[src/hdl/fgc_pkg.sv]
// Purpose: Shared constants of the fuel gauge standard command map.
// Assumes: 7-bit command codes, 16-bit command words, 20 MHz mclk.
// Notes:   Codes are even; the odd partner of a pair holds the high byte.
package fgc_pkg;
  localparam int unsigned MCLK_MHZ      = 20;
  localparam int unsigned SOC_PULSE_US  = 1000;
  localparam int unsigned SOC_PULSE_CYC = SOC_PULSE_US * MCLK_MHZ;
  localparam int unsigned WORD_CNT      = 64;
  localparam int unsigned MFG_BYTES     = 32;

  localparam logic [6:0] CMD_CTL      = 7'h00;
  localparam logic [6:0] CMD_RATE     = 7'h02;
  localparam logic [6:0] CMD_RATE_TTE = 7'h04;
  localparam logic [6:0] CMD_TEMP     = 7'h06;
  localparam logic [6:0] CMD_VOLT     = 7'h08;
  localparam logic [6:0] CMD_FLAGS    = 7'h0a;
  localparam logic [6:0] CMD_NOM_AV   = 7'h0c;
  localparam logic [6:0] CMD_FULL_AV  = 7'h0e;
  localparam logic [6:0] CMD_LEFT     = 7'h10;
  localparam logic [6:0] CMD_FULL     = 7'h12;
  localparam logic [6:0] CMD_EFF_I    = 7'h14;
  localparam logic [6:0] CMD_RT_LEFT  = 7'h16;
  localparam logic [6:0] CMD_CT_LEFT  = 7'h18;
  localparam logic [6:0] CMD_IDLE_I   = 7'h1a;
  localparam logic [6:0] CMD_IDLE_RT  = 7'h1c;
  localparam logic [6:0] CMD_PEAK_I   = 7'h1e;
  localparam logic [6:0] CMD_PEAK_RT  = 7'h20;
  localparam logic [6:0] CMD_ENERGY   = 7'h22;
  localparam logic [6:0] CMD_POWER    = 7'h24;
  localparam logic [6:0] CMD_CP_RT    = 7'h26;
  localparam logic [6:0] CMD_WEAR     = 7'h28;
  localparam logic [6:0] CMD_CYCLES   = 7'h2a;
  localparam logic [6:0] CMD_SOC      = 7'h2c;
  localparam logic [6:0] CMD_DIE      = 7'h36;
  localparam logic [6:0] CMD_OPTS     = 7'h3a;
  localparam logic [6:0] CMD_DF_SEL   = 7'h3e;
  localparam logic [6:0] CMD_APP      = 7'h6a;
  localparam logic [1:0] MFG_WINDOW   = 2'b10;

  localparam logic [15:0] SUB_STATUS    = 16'h0000;
  localparam logic [15:0] SUB_SET_HIB   = 16'h0011;
  localparam logic [15:0] SUB_CLEAR_HIB = 16'h0012;
  localparam logic [15:0] SUB_LOCK      = 16'h0020;
  localparam int unsigned ST_LOCKED_BIT = 13;
  localparam int unsigned ST_HIB_BIT    = 6;
  localparam int unsigned ST_SLEEP_BIT  = 4;
  localparam int unsigned OPT_TEMP_EXT_BIT = 0;
  localparam logic [15:0] RESET_WORD    = 16'h0000;

  typedef enum logic [1:0] {
    FGC_NORMAL = 2'b00, FGC_SLEEP = 2'b01, FGC_HIBERNATE = 2'b11, FGC_PACK_CHECK = 2'b10
  } fgc_mode_t;

  typedef enum logic [2:0] {
    FGC_IDLE = 3'b000, FGC_ADDR = 3'b001, FGC_ACK_A = 3'b011, FGC_WR = 3'b010,
    FGC_ACK_W = 3'b110, FGC_RD = 3'b111, FGC_ACK_R = 3'b101
  } fgc_link_t;
endpackage

[src/hdl/fgc_cmd_map.sv]
// Purpose: Standard command map of a fuel gauge behind a two-wire target port.
// Assumes: Gauging engine on mclk feeds measured words through the update port.
// Notes:   The target never stretches the serial clock; reads and writes auto-increment.
`timescale 1ns/100ps

// What this block does
// - Each battery value is a 16-bit word reached by a pair of consecutive command codes.
// - Every other transfer type works at serial clock rates up to 400 kHz.
// - Read and write permission of each command follows the locked or unlocked state.
// - Both command sets reach the control and status words and the data-flash space.
// - A 32-byte user manufacturer area is reachable only through the data-flash window.
// - Normal, sleep, hibernate and pack check modes change on events or host request.
// - A charge-level interrupt pin pulses when the engine changes the charge percentage word.
// - Battery temperature comes from the thermistor or the on-chip sensor by configuration.
// - The control word sits at codes 0x00 and 0x01 and is read-write while locked.
// - Temperature sits at codes 0x06 and 0x07 in 0.1 K and accepts writes while locked.
// - Charge percentage at 0x2c is read-only when locked; the rate setpoint at 0x02 is R/W.
module fgc_cmd_map #(
  parameter logic [6:0]  DEV_ADDR     = 7'h2a,
  parameter logic [7:0]  MFG_SUBCLASS = 8'h01,
  parameter int unsigned SOC_PULSE    = fgc_pkg::SOC_PULSE_CYC
) (
  input  wire logic        mclk,
  input  wire logic        sys_rst,
  input  wire logic        scl_in,
  input  wire logic        sda_in,
  output logic             sda_out,
  output logic             sda_oe,
  output logic             soc_int_out,
  output logic             soc_int_oe,
  input  wire logic        gauge_wr_en,
  input  wire logic [6:0]  gauge_wr_code,
  input  wire logic [15:0] gauge_wr_data,
  input  wire logic        temp_sample_valid,
  input  wire logic [15:0] ext_temp_dk,
  input  wire logic [15:0] die_temp_dk,
  input  wire logic [15:0] ctl_reply,
  input  wire logic        unlock_grant,
  input  wire logic        sleep_cond,
  input  wire logic        wake_event,
  input  wire logic        pack_absent,
  output logic             locked_access_state,
  output logic [1:0]       power_mode,
  output logic             temp_src_ext,
  output logic [15:0]      rate_setpoint_ma,
  output logic             ctl_sub_valid,
  output logic [15:0]      ctl_sub_code
);

  localparam logic [5:0] IDX_TEMP = fgc_pkg::CMD_TEMP[6:1];
  localparam logic [5:0] IDX_DIE  = fgc_pkg::CMD_DIE[6:1];
  localparam logic [5:0] IDX_SOC  = fgc_pkg::CMD_SOC[6:1];
  localparam logic [5:0] IDX_RATE = fgc_pkg::CMD_RATE[6:1];
  localparam logic [5:0] IDX_OPTS = fgc_pkg::CMD_OPTS[6:1];
  localparam logic [5:0] IDX_DF   = fgc_pkg::CMD_DF_SEL[6:1];
  localparam logic [31:0] SOC_LAST = SOC_PULSE - 1;

  ////////////////////////////////////////////////////////////////////////////////
  function automatic logic is_mapped(input logic [6:0] c);
    logic [6:0] even;
    even = {c[6:1], 1'b0};
    case (even)
      fgc_pkg::CMD_CTL, fgc_pkg::CMD_RATE, fgc_pkg::CMD_RATE_TTE, fgc_pkg::CMD_TEMP,
      fgc_pkg::CMD_VOLT, fgc_pkg::CMD_FLAGS, fgc_pkg::CMD_NOM_AV, fgc_pkg::CMD_FULL_AV,
      fgc_pkg::CMD_LEFT, fgc_pkg::CMD_FULL, fgc_pkg::CMD_EFF_I, fgc_pkg::CMD_RT_LEFT,
      fgc_pkg::CMD_CT_LEFT, fgc_pkg::CMD_IDLE_I, fgc_pkg::CMD_IDLE_RT, fgc_pkg::CMD_PEAK_I,
      fgc_pkg::CMD_PEAK_RT, fgc_pkg::CMD_ENERGY, fgc_pkg::CMD_POWER, fgc_pkg::CMD_CP_RT,
      fgc_pkg::CMD_WEAR, fgc_pkg::CMD_CYCLES, fgc_pkg::CMD_SOC, fgc_pkg::CMD_DIE,
      fgc_pkg::CMD_OPTS, fgc_pkg::CMD_DF_SEL, fgc_pkg::CMD_APP: is_mapped = 1'b1;
      default: is_mapped = 1'b0;
    endcase
  endfunction

  function automatic logic rw_when_locked(input logic [6:0] c);
    rw_when_locked = (c[6:1] == IDX_RATE) || (c[6:1] == IDX_TEMP) || (c[6:1] == IDX_DF);
  endfunction

  ////////////////////////////////////////////////////////////////////////////////
  // Both pins are asynchronous to mclk; the edge logic compares the second stage with the third.
  logic scl_s1, scl_s2, scl_d, sda_s1, sda_s2, sda_d;
  always_ff @(posedge mclk or posedge sys_rst) begin
    if (sys_rst) begin
      {scl_s1, scl_s2, scl_d} <= 3'b111;
      {sda_s1, sda_s2, sda_d} <= 3'b111;
    end else begin
      {scl_s1, scl_s2, scl_d} <= {scl_in, scl_s1, scl_s2};
      {sda_s1, sda_s2, sda_d} <= {sda_in, sda_s1, sda_s2};
    end
  end

  wire scl_rise = scl_s2 & ~scl_d;
  wire scl_fall = ~scl_s2 & scl_d;
  wire bus_start = scl_s2 & scl_d & sda_d & ~sda_s2;
  wire bus_stop  = scl_s2 & scl_d & ~sda_d & sda_s2;

  ////////////////////////////////////////////////////////////////////////////////
  fgc_pkg::fgc_link_t link;
  logic [3:0]  bitcnt;
  logic [7:0]  shreg;
  logic [6:0]  ptr;
  logic        rnw, code_phase, host_nack, drive_low;
  logic        bw_en;
  logic [6:0]  bw_code;
  logic [7:0]  bw_data;
  logic [15:0] regs [0:fgc_pkg::WORD_CNT-1];
  logic [7:0]  mfg  [0:fgc_pkg::MFG_BYTES-1];
  logic [15:0] ctl_resp;
  logic [7:0]  rd_byte;

  wire [15:0] rd_word = (ptr[6:1] == 6'h00) ? ctl_resp :
                        (is_mapped(ptr) ? regs[ptr[6:1]] : fgc_pkg::RESET_WORD);
  wire df_hit = (regs[IDX_DF][7:0] == MFG_SUBCLASS) && (regs[IDX_DF][15:8] == 8'h00);
  assign rd_byte = (ptr[6:5] == fgc_pkg::MFG_WINDOW) ? (df_hit ? mfg[ptr[4:0]] : 8'h00) :
                   (ptr[0] ? rd_word[15:8] : rd_word[7:0]);

  // Sampling at mclk gives over 20 samples per serial clock phase at 400 kHz.
  always_ff @(posedge mclk or posedge sys_rst) begin
    if (sys_rst) begin
      link <= fgc_pkg::FGC_IDLE;
      bitcnt <= 4'h0;
      shreg <= 8'h00;
      ptr <= 7'h00;
      {rnw, code_phase, host_nack, drive_low, bw_en} <= 5'b00000;
      bw_code <= 7'h00;
      bw_data <= 8'h00;
    end else begin
      bw_en <= 1'b0;
      if (bus_start) begin
        link <= fgc_pkg::FGC_ADDR;
        bitcnt <= 4'h0;
        drive_low <= 1'b0;
      end else if (bus_stop) begin
        link <= fgc_pkg::FGC_IDLE;
        drive_low <= 1'b0;
      end else begin
        case (link)
          fgc_pkg::FGC_ADDR, fgc_pkg::FGC_WR: begin
            if (scl_rise) begin
              shreg <= {shreg[6:0], sda_s2};
              bitcnt <= bitcnt + 4'h1;
            end else if (scl_fall && bitcnt == 4'h8) begin
              drive_low <= 1'b1;
              if (link == fgc_pkg::FGC_ADDR) begin
                rnw <= shreg[0];
                link <= (shreg[7:1] == DEV_ADDR) ? fgc_pkg::FGC_ACK_A : fgc_pkg::FGC_IDLE;
                drive_low <= (shreg[7:1] == DEV_ADDR);
              end else begin
                link <= fgc_pkg::FGC_ACK_W;
                if (code_phase) begin
                  ptr <= shreg[6:0];
                  code_phase <= 1'b0;
                end else begin
                  bw_en <= 1'b1;
                  bw_code <= ptr;
                  bw_data <= shreg;
                  ptr <= ptr + 7'h01;
                end
              end
            end
          end
          fgc_pkg::FGC_ACK_A: if (scl_fall) begin
            bitcnt <= 4'h0;
            link <= rnw ? fgc_pkg::FGC_RD : fgc_pkg::FGC_WR;
            code_phase <= ~rnw;
            shreg <= rd_byte;
            drive_low <= rnw & ~rd_byte[7];
          end
          fgc_pkg::FGC_ACK_W: if (scl_fall) begin
            bitcnt <= 4'h0;
            link <= fgc_pkg::FGC_WR;
            drive_low <= 1'b0;
          end
          fgc_pkg::FGC_RD: begin
            if (scl_rise) begin
              bitcnt <= bitcnt + 4'h1;
            end else if (scl_fall) begin
              if (bitcnt == 4'h8) begin
                link <= fgc_pkg::FGC_ACK_R;
                drive_low <= 1'b0;
              end else begin
                shreg <= {shreg[6:0], 1'b0};
                drive_low <= ~shreg[6];
              end
            end
          end
          fgc_pkg::FGC_ACK_R: begin
            if (scl_rise) begin
              host_nack <= sda_s2;
              ptr <= ptr + 7'h01;
            end else if (scl_fall) begin
              bitcnt <= 4'h0;
              link <= host_nack ? fgc_pkg::FGC_IDLE : fgc_pkg::FGC_RD;
              shreg <= rd_byte;
              drive_low <= ~host_nack & ~rd_byte[7];
            end
          end
          default: link <= fgc_pkg::FGC_IDLE;
        endcase
      end
    end
  end

  assign sda_out = 1'b0;
  assign sda_oe  = drive_low;

  ////////////////////////////////////////////////////////////////////////////////
  // A control byte pair never lands in the word array; it goes to the subcommand path.
  wire bw_ctl_lo   = bw_en && (bw_code == fgc_pkg::CMD_CTL);
  wire bw_ctl_hi   = bw_en && (bw_code == {fgc_pkg::CMD_CTL[6:1], 1'b1});
  wire bw_mfg      = bw_en && (bw_code[6:5] == fgc_pkg::MFG_WINDOW) && df_hit;
  wire host_reg_wr = bw_en && is_mapped(bw_code) && (bw_code[6:1] != 6'h00) &&
                     (~locked_access_state || rw_when_locked(bw_code));
  wire [15:0] temp_pick = temp_src_ext ? ext_temp_dk : die_temp_dk;
  wire soc_start = gauge_wr_en && (gauge_wr_code[6:1] == IDX_SOC) &&
                   (gauge_wr_data != regs[IDX_SOC]);

  always_ff @(posedge mclk or posedge sys_rst) begin
    if (sys_rst) begin
      for (int i = 0; i < fgc_pkg::WORD_CNT; i++) regs[i] <= fgc_pkg::RESET_WORD;
    end else begin
      if (host_reg_wr && bw_code[0]) regs[bw_code[6:1]][15:8] <= bw_data;
      if (host_reg_wr && !bw_code[0]) regs[bw_code[6:1]][7:0] <= bw_data;
      if (gauge_wr_en) regs[gauge_wr_code[6:1]] <= gauge_wr_data;
      if (temp_sample_valid) begin
        regs[IDX_TEMP] <= temp_pick;
        regs[IDX_DIE] <= die_temp_dk;
      end
    end
  end

  always_ff @(posedge mclk or posedge sys_rst) begin
    if (sys_rst) begin
      for (int i = 0; i < fgc_pkg::MFG_BYTES; i++) mfg[i] <= 8'h00;
    end else if (bw_mfg) begin
      mfg[bw_code[4:0]] <= bw_data;
    end
  end

  assign temp_src_ext     = regs[IDX_OPTS][fgc_pkg::OPT_TEMP_EXT_BIT];
  assign rate_setpoint_ma = regs[IDX_RATE];

  ////////////////////////////////////////////////////////////////////////////////
  logic [7:0]  ctl_lo;
  logic        hib_req;
  logic [15:0] last_sub;
  wire  [15:0] next_sub = {bw_data, ctl_lo};
  fgc_pkg::fgc_mode_t mode, next_mode;

  always_ff @(posedge mclk or posedge sys_rst) begin
    if (sys_rst) begin
      ctl_lo <= 8'h00;
      ctl_sub_valid <= 1'b0;
      ctl_sub_code <= fgc_pkg::RESET_WORD;
      last_sub <= fgc_pkg::RESET_WORD;
      locked_access_state <= 1'b1;
      hib_req <= 1'b0;
    end else begin
      ctl_sub_valid <= bw_ctl_hi;
      if (bw_ctl_lo) ctl_lo <= bw_data;
      if (bw_ctl_hi) begin
        ctl_sub_code <= next_sub;
        last_sub <= next_sub;
      end
      // Locking wins over a grant arriving in the same cycle: the safer outcome.
      if (bw_ctl_hi && next_sub == fgc_pkg::SUB_LOCK) locked_access_state <= 1'b1;
      else if (unlock_grant) locked_access_state <= 1'b0;
      if (bw_ctl_hi && next_sub == fgc_pkg::SUB_SET_HIB) hib_req <= 1'b1;
      else if (bw_ctl_hi && next_sub == fgc_pkg::SUB_CLEAR_HIB) hib_req <= 1'b0;
      else if (mode == fgc_pkg::FGC_HIBERNATE && next_mode != fgc_pkg::FGC_HIBERNATE)
        hib_req <= 1'b0;
    end
  end

  always_comb begin
    ctl_resp = ctl_reply;
    if (last_sub == fgc_pkg::SUB_STATUS) begin
      ctl_resp = fgc_pkg::RESET_WORD;
      ctl_resp[fgc_pkg::ST_LOCKED_BIT] = locked_access_state;
      ctl_resp[fgc_pkg::ST_HIB_BIT] = hib_req;
      ctl_resp[fgc_pkg::ST_SLEEP_BIT] = (mode == fgc_pkg::FGC_SLEEP);
    end
  end

  ////////////////////////////////////////////////////////////////////////////////
  // Pack removal overrides every other mode, so a missing cell is never gauged.
  always_comb begin
    next_mode = mode;
    case (mode)
      fgc_pkg::FGC_NORMAL: if (sleep_cond) next_mode = fgc_pkg::FGC_SLEEP;
      fgc_pkg::FGC_SLEEP: begin
        if (wake_event || !sleep_cond) next_mode = fgc_pkg::FGC_NORMAL;
        else if (hib_req) next_mode = fgc_pkg::FGC_HIBERNATE;
      end
      fgc_pkg::FGC_HIBERNATE: if (wake_event) next_mode = fgc_pkg::FGC_NORMAL;
      fgc_pkg::FGC_PACK_CHECK: if (!pack_absent) next_mode = fgc_pkg::FGC_NORMAL;
      default: next_mode = fgc_pkg::FGC_NORMAL;
    endcase
    if (pack_absent) next_mode = fgc_pkg::FGC_PACK_CHECK;
  end

  always_ff @(posedge mclk or posedge sys_rst) begin
    if (sys_rst) mode <= fgc_pkg::FGC_NORMAL;
    else mode <= next_mode;
  end

  assign power_mode = mode;

  ////////////////////////////////////////////////////////////////////////////////
  logic [31:0] soc_cnt;
  logic        soc_busy;

  always_ff @(posedge mclk or posedge sys_rst) begin
    if (sys_rst) begin
      soc_cnt <= 32'h0000_0000;
      soc_busy <= 1'b0;
    end else if (soc_start) begin
      soc_cnt <= 32'h0000_0000;
      soc_busy <= 1'b1;
    end else if (soc_busy) begin
      soc_cnt <= soc_cnt + 32'h0000_0001;
      soc_busy <= (soc_cnt != SOC_LAST);
    end
  end

  assign soc_int_out = 1'b0;
  assign soc_int_oe  = soc_busy;
endmodule

[config.mk]
export PLATFORM = sky130hd
export DESIGN_NAME = fgc_cmd_map
export DESIGN_NICKNAME = d
export VERILOG_FILES = /design/src/hdl/fgc_pkg.sv /design/src/hdl/fgc_cmd_map.sv
export SDC_FILE = /design/constraint.sdc
export NUM_CORES = 2
export LEC_CHECK = 0
export BUFFER_PORTS_ARGS = -buffer_cell sky130_fd_sc_hd__buf_4
export CORE_ASPECT_RATIO = 0.5
export CORE_MARGIN = 1
export CORE_UTILIZATION = 60
export DETAILED_ROUTE_END_ITERATION = 7
export PLACE_DENSITY = 0.74
export SLEW_MARGIN = 20
export SYNTH_ARGS = -nofsm -noshare
export SYNTH_HDL_FRONTEND = slang
export SYNTH_SLANG_ARGS = --single-unit
export TNS_END_PERCENT = 10
[constraint.sdc]
create_clock -name mclk -period 33.4 [get_ports mclk]
set_input_delay 3.34 -clock mclk [delete_from_list [all_inputs] [get_ports mclk]]
set_output_delay 3.34 -clock mclk [all_outputs]
set_load 0.01 [all_outputs]
==> summary.txt <==
Mapped Area = 46500 um2
Die X = 396 um
CTS sink count = 894
CTS tree = done
Achievable Freq = 0.189 GHz
Mean Syn Cell Area = 11.0 um2
Max Root-Sink Buffers = 3
Leak = 21.5 nW
Total Routing Usage GR = 0.362
Final #Nets = 4140
Via count = 34400
Fraction of layout cells with a size suffix above 1 = 0.228
FF+latch count, synth = 894
Synth-to-Final Area Change = 8.29%
Rows = 71
Async SR Flop Fraction = 1.00
GR Layer Usage met1 = 0.497
Clock Root Buffer = clkbuf_16
Hold Path Class = flip-flop to flip-flop
Clock transition at the registers of the reported paths = 60 ps
Worst relative slew slack = 0.236
CP Launch Type = input pin
Post-Synth XOR/XNOR Area = 0.00885
# IOs = 122
Initial antenna violation count = 5
Post-synth EDFFs = 0
Post-cts resize count = 0
Final Hold Viols = 0
Post-CTS Setup Repair Bufs = 0
Routability congestion estimate = 0.958
GRT Max-Usage Layer = met2
Worst Path Arrival = 5960 ps
Compound-cell area share of the yosys netlist = 0.0940
Slowest stage cell, crit path = buf_4
Port Buffers = 118
GR Util met2 = 0.550
Pwr Total = 3.03 mW
Adder-Cell Fraction of Synth Area = 0.00108
Count of pins over their slew limit = 0
Most frequent cells in the layout = dfrtp_1, nand2_1, mux2i_1
Clock Latency Late Sink = 680 ps
PD cells = 60.2 nW/um2
DP HPWL = 88300 um
Vias per cell = 6.68
Critical path's largest stage delay = 880 ps
Delay-heaviest family, CP = buffers and inverters
Core area = 76000 um2
Placed cell area = 47600 um2
Congestion Overflow GR = 0
CP required = 34070 ps
First-pass GRT wire length = 212000 um
Vias in the first global route = 33600
Critical path type = input pin to async pin
H-tree levels = 3
Final setup vio count = 0
Post-Route WL = 141000 um
Most common cell after layout, fill and taps aside = dfrtp_1
Mux contribution to synthesized area = 0.275
DRT iter0 DRCs = 4512
Cell area after layout = 50400 um2
DR WL/cell = 27.4 um
Setup tns final = 0 ps
GR Util met3 = 0.0887
Synthesized instance count = 4214
Highest ir drop seen on vdd = 0.0000468 V
Main combinational cell family by area after synthesis = multiplexers
Worst-path fanout max = 133
DRC violations left = 0
Final critical-path share of the clock period = 0.158
Antenna Nets Post-Route = 0
Status = completed
Ys flop type = dfrtp_1
Synth unique cells = 78
DR pass1 iterations = 8
Die ar. = 78700 um2
RSZ-0062 raised after global routing = no
Simple-Gate Fraction of Synth Area = 0.101
Register area share after synthesis = 0.481
Cell mode on critical path = buf_4
Crit end category = async pin
Max-cap violations = 0
Initial core utilization = 0.613
CTS Buf Count = 80
Die Y-Extent = 199 um
YS warnings = 0
Final min period = 5290 ps
Worst path bufs/invs = 4
Largest net degree at the start of global routing = 198
Hold-fix buffers at CTS = 0
Clk_skew = 20.4 ps
Worst Tran Pin Value = 1140 ps
ANT cells = 0
Final core occ = 0.663
Crit-path cells = buf_4 > inv_8 > buf_4 > buf_4
flip-flops by register name, indices dropped and copies added (netlist names), 8 cells and up:
name              flops
regs                511
mfg                 256
soc_cnt              32
last_sub             16
rate_setpoint_ma     16
bw_data               8
ctl_lo                8
shreg                 8
layout make-up:
type / count / area, um2
Clock buffer: 123 / 2460
Tap cell: 1022 / 1280
Multi-Input combinational cell: 2875 / 22400
Sequential cell: 894 / 22400
Timing Repair Buffer: 177 / 1420
Fill cell: 5625 / 25600
Inverter: 27 / 109
Clock inverter: 24 / 288
layer usage:
| layer | share of wire | routed length, um |
|---|---|---|
| met1 | 0.40 | 56300 |
| met2 | 0.45 | 63300 |
| met3 | 0.11 | 14800 |
| met4 | 0.044 | 6260 |
| met5 | 0.000057 | 8 |
worst register-to-register path: cells and delay by family, from the launching register on:
| kind | cells | cell delay, ps |
|---|---|---|
| mux | 1 | 690 |
| simple gates | 1 | 160 |
| flops | 1 | 940 |
| buf+inv | 2 | 1100 |
| compound gates | 4 | 1880 |
final timing paths:
check	cells after the start	end	from	slack [ps]
worst min register to register	0	scl_s2$_DFF_PP1_	scl_s1$_DFF_PP1_	360
max in group mclk	8	shreg[7]$_DFFE_PP0P_	ptr[1]$_DFFE_PP0P_	28510
min in group asynchronous	2	mfg[72]$_DFFE_PP0P_	sys_rst	2890
worst min-delay path	0	scl_s2$_DFF_PP1_	scl_s1$_DFF_PP1_	360
worst max-delay path	4	regs[561]$_DFF_PP0_	sys_rst	28110
worst max register to register	8	shreg[7]$_DFFE_PP0P_	ptr[1]$_DFFE_PP0P_	28510
per-stage QoR:
stage | instances | setup slack, ps | hold WS (ps)
floorplan | 4215 | 4940 | 345
global route | 5142 | 27670 | 366
CTS | 5141 | 27760 | 360
global placement | 4994 | 27100 | 346
detailed placement | 4994 | 27030 | 347
finish | 5142 | 28110 | 364
cells by family (layout without fill, tap and decap cells):
kind of cell             after synthesis  in the layout
AO/OA/AOI/OAI                        764            764
adder cells (fa/ha/maj)                4              4
flip-flops                           894            894
other                                  1              2
buffers and inverters                446            351
XOR/XNOR                              47             47
AND/OR/NAND/NOR                     1039           1039
multiplexers                        1019           1019
cells in the mapped netlist, types with 26 or more instances:
| cell type | count | area, um2 |
|---|---|---|
| a21oi_1 | 183 | 916 |
| buf_1 | 26 | 97.6 |
| buf_2 | 41 | 205 |
| buf_4 | 27 | 203 |
| clkbuf_1 | 325 | 1220 |
| dfrtp_1 | 887 | 22200 |
| mux2_2 | 372 | 4190 |
| mux2i_1 | 477 | 4770 |
| mux4_2 | 170 | 3830 |
| nand2_1 | 520 | 1950 |
| nand3_1 | 55 | 275 |
| nand4_1 | 31 | 194 |
| nor2_1 | 231 | 867 |
| nor3_1 | 26 | 130 |
| o21ai_0 | 384 | 1920 |
| o221ai_1 | 33 | 289 |
| xor2_1 | 26 | 228 |
power by group:
part           total (mW)  internal, mW  switching [mW]
sequential           1.35          1.21           0.132
clock               0.984         0.555           0.429
combinational       0.701         0.319           0.383
total                3.03          2.09           0.943
Note: power is estimated with default switching activity, not from simulation.
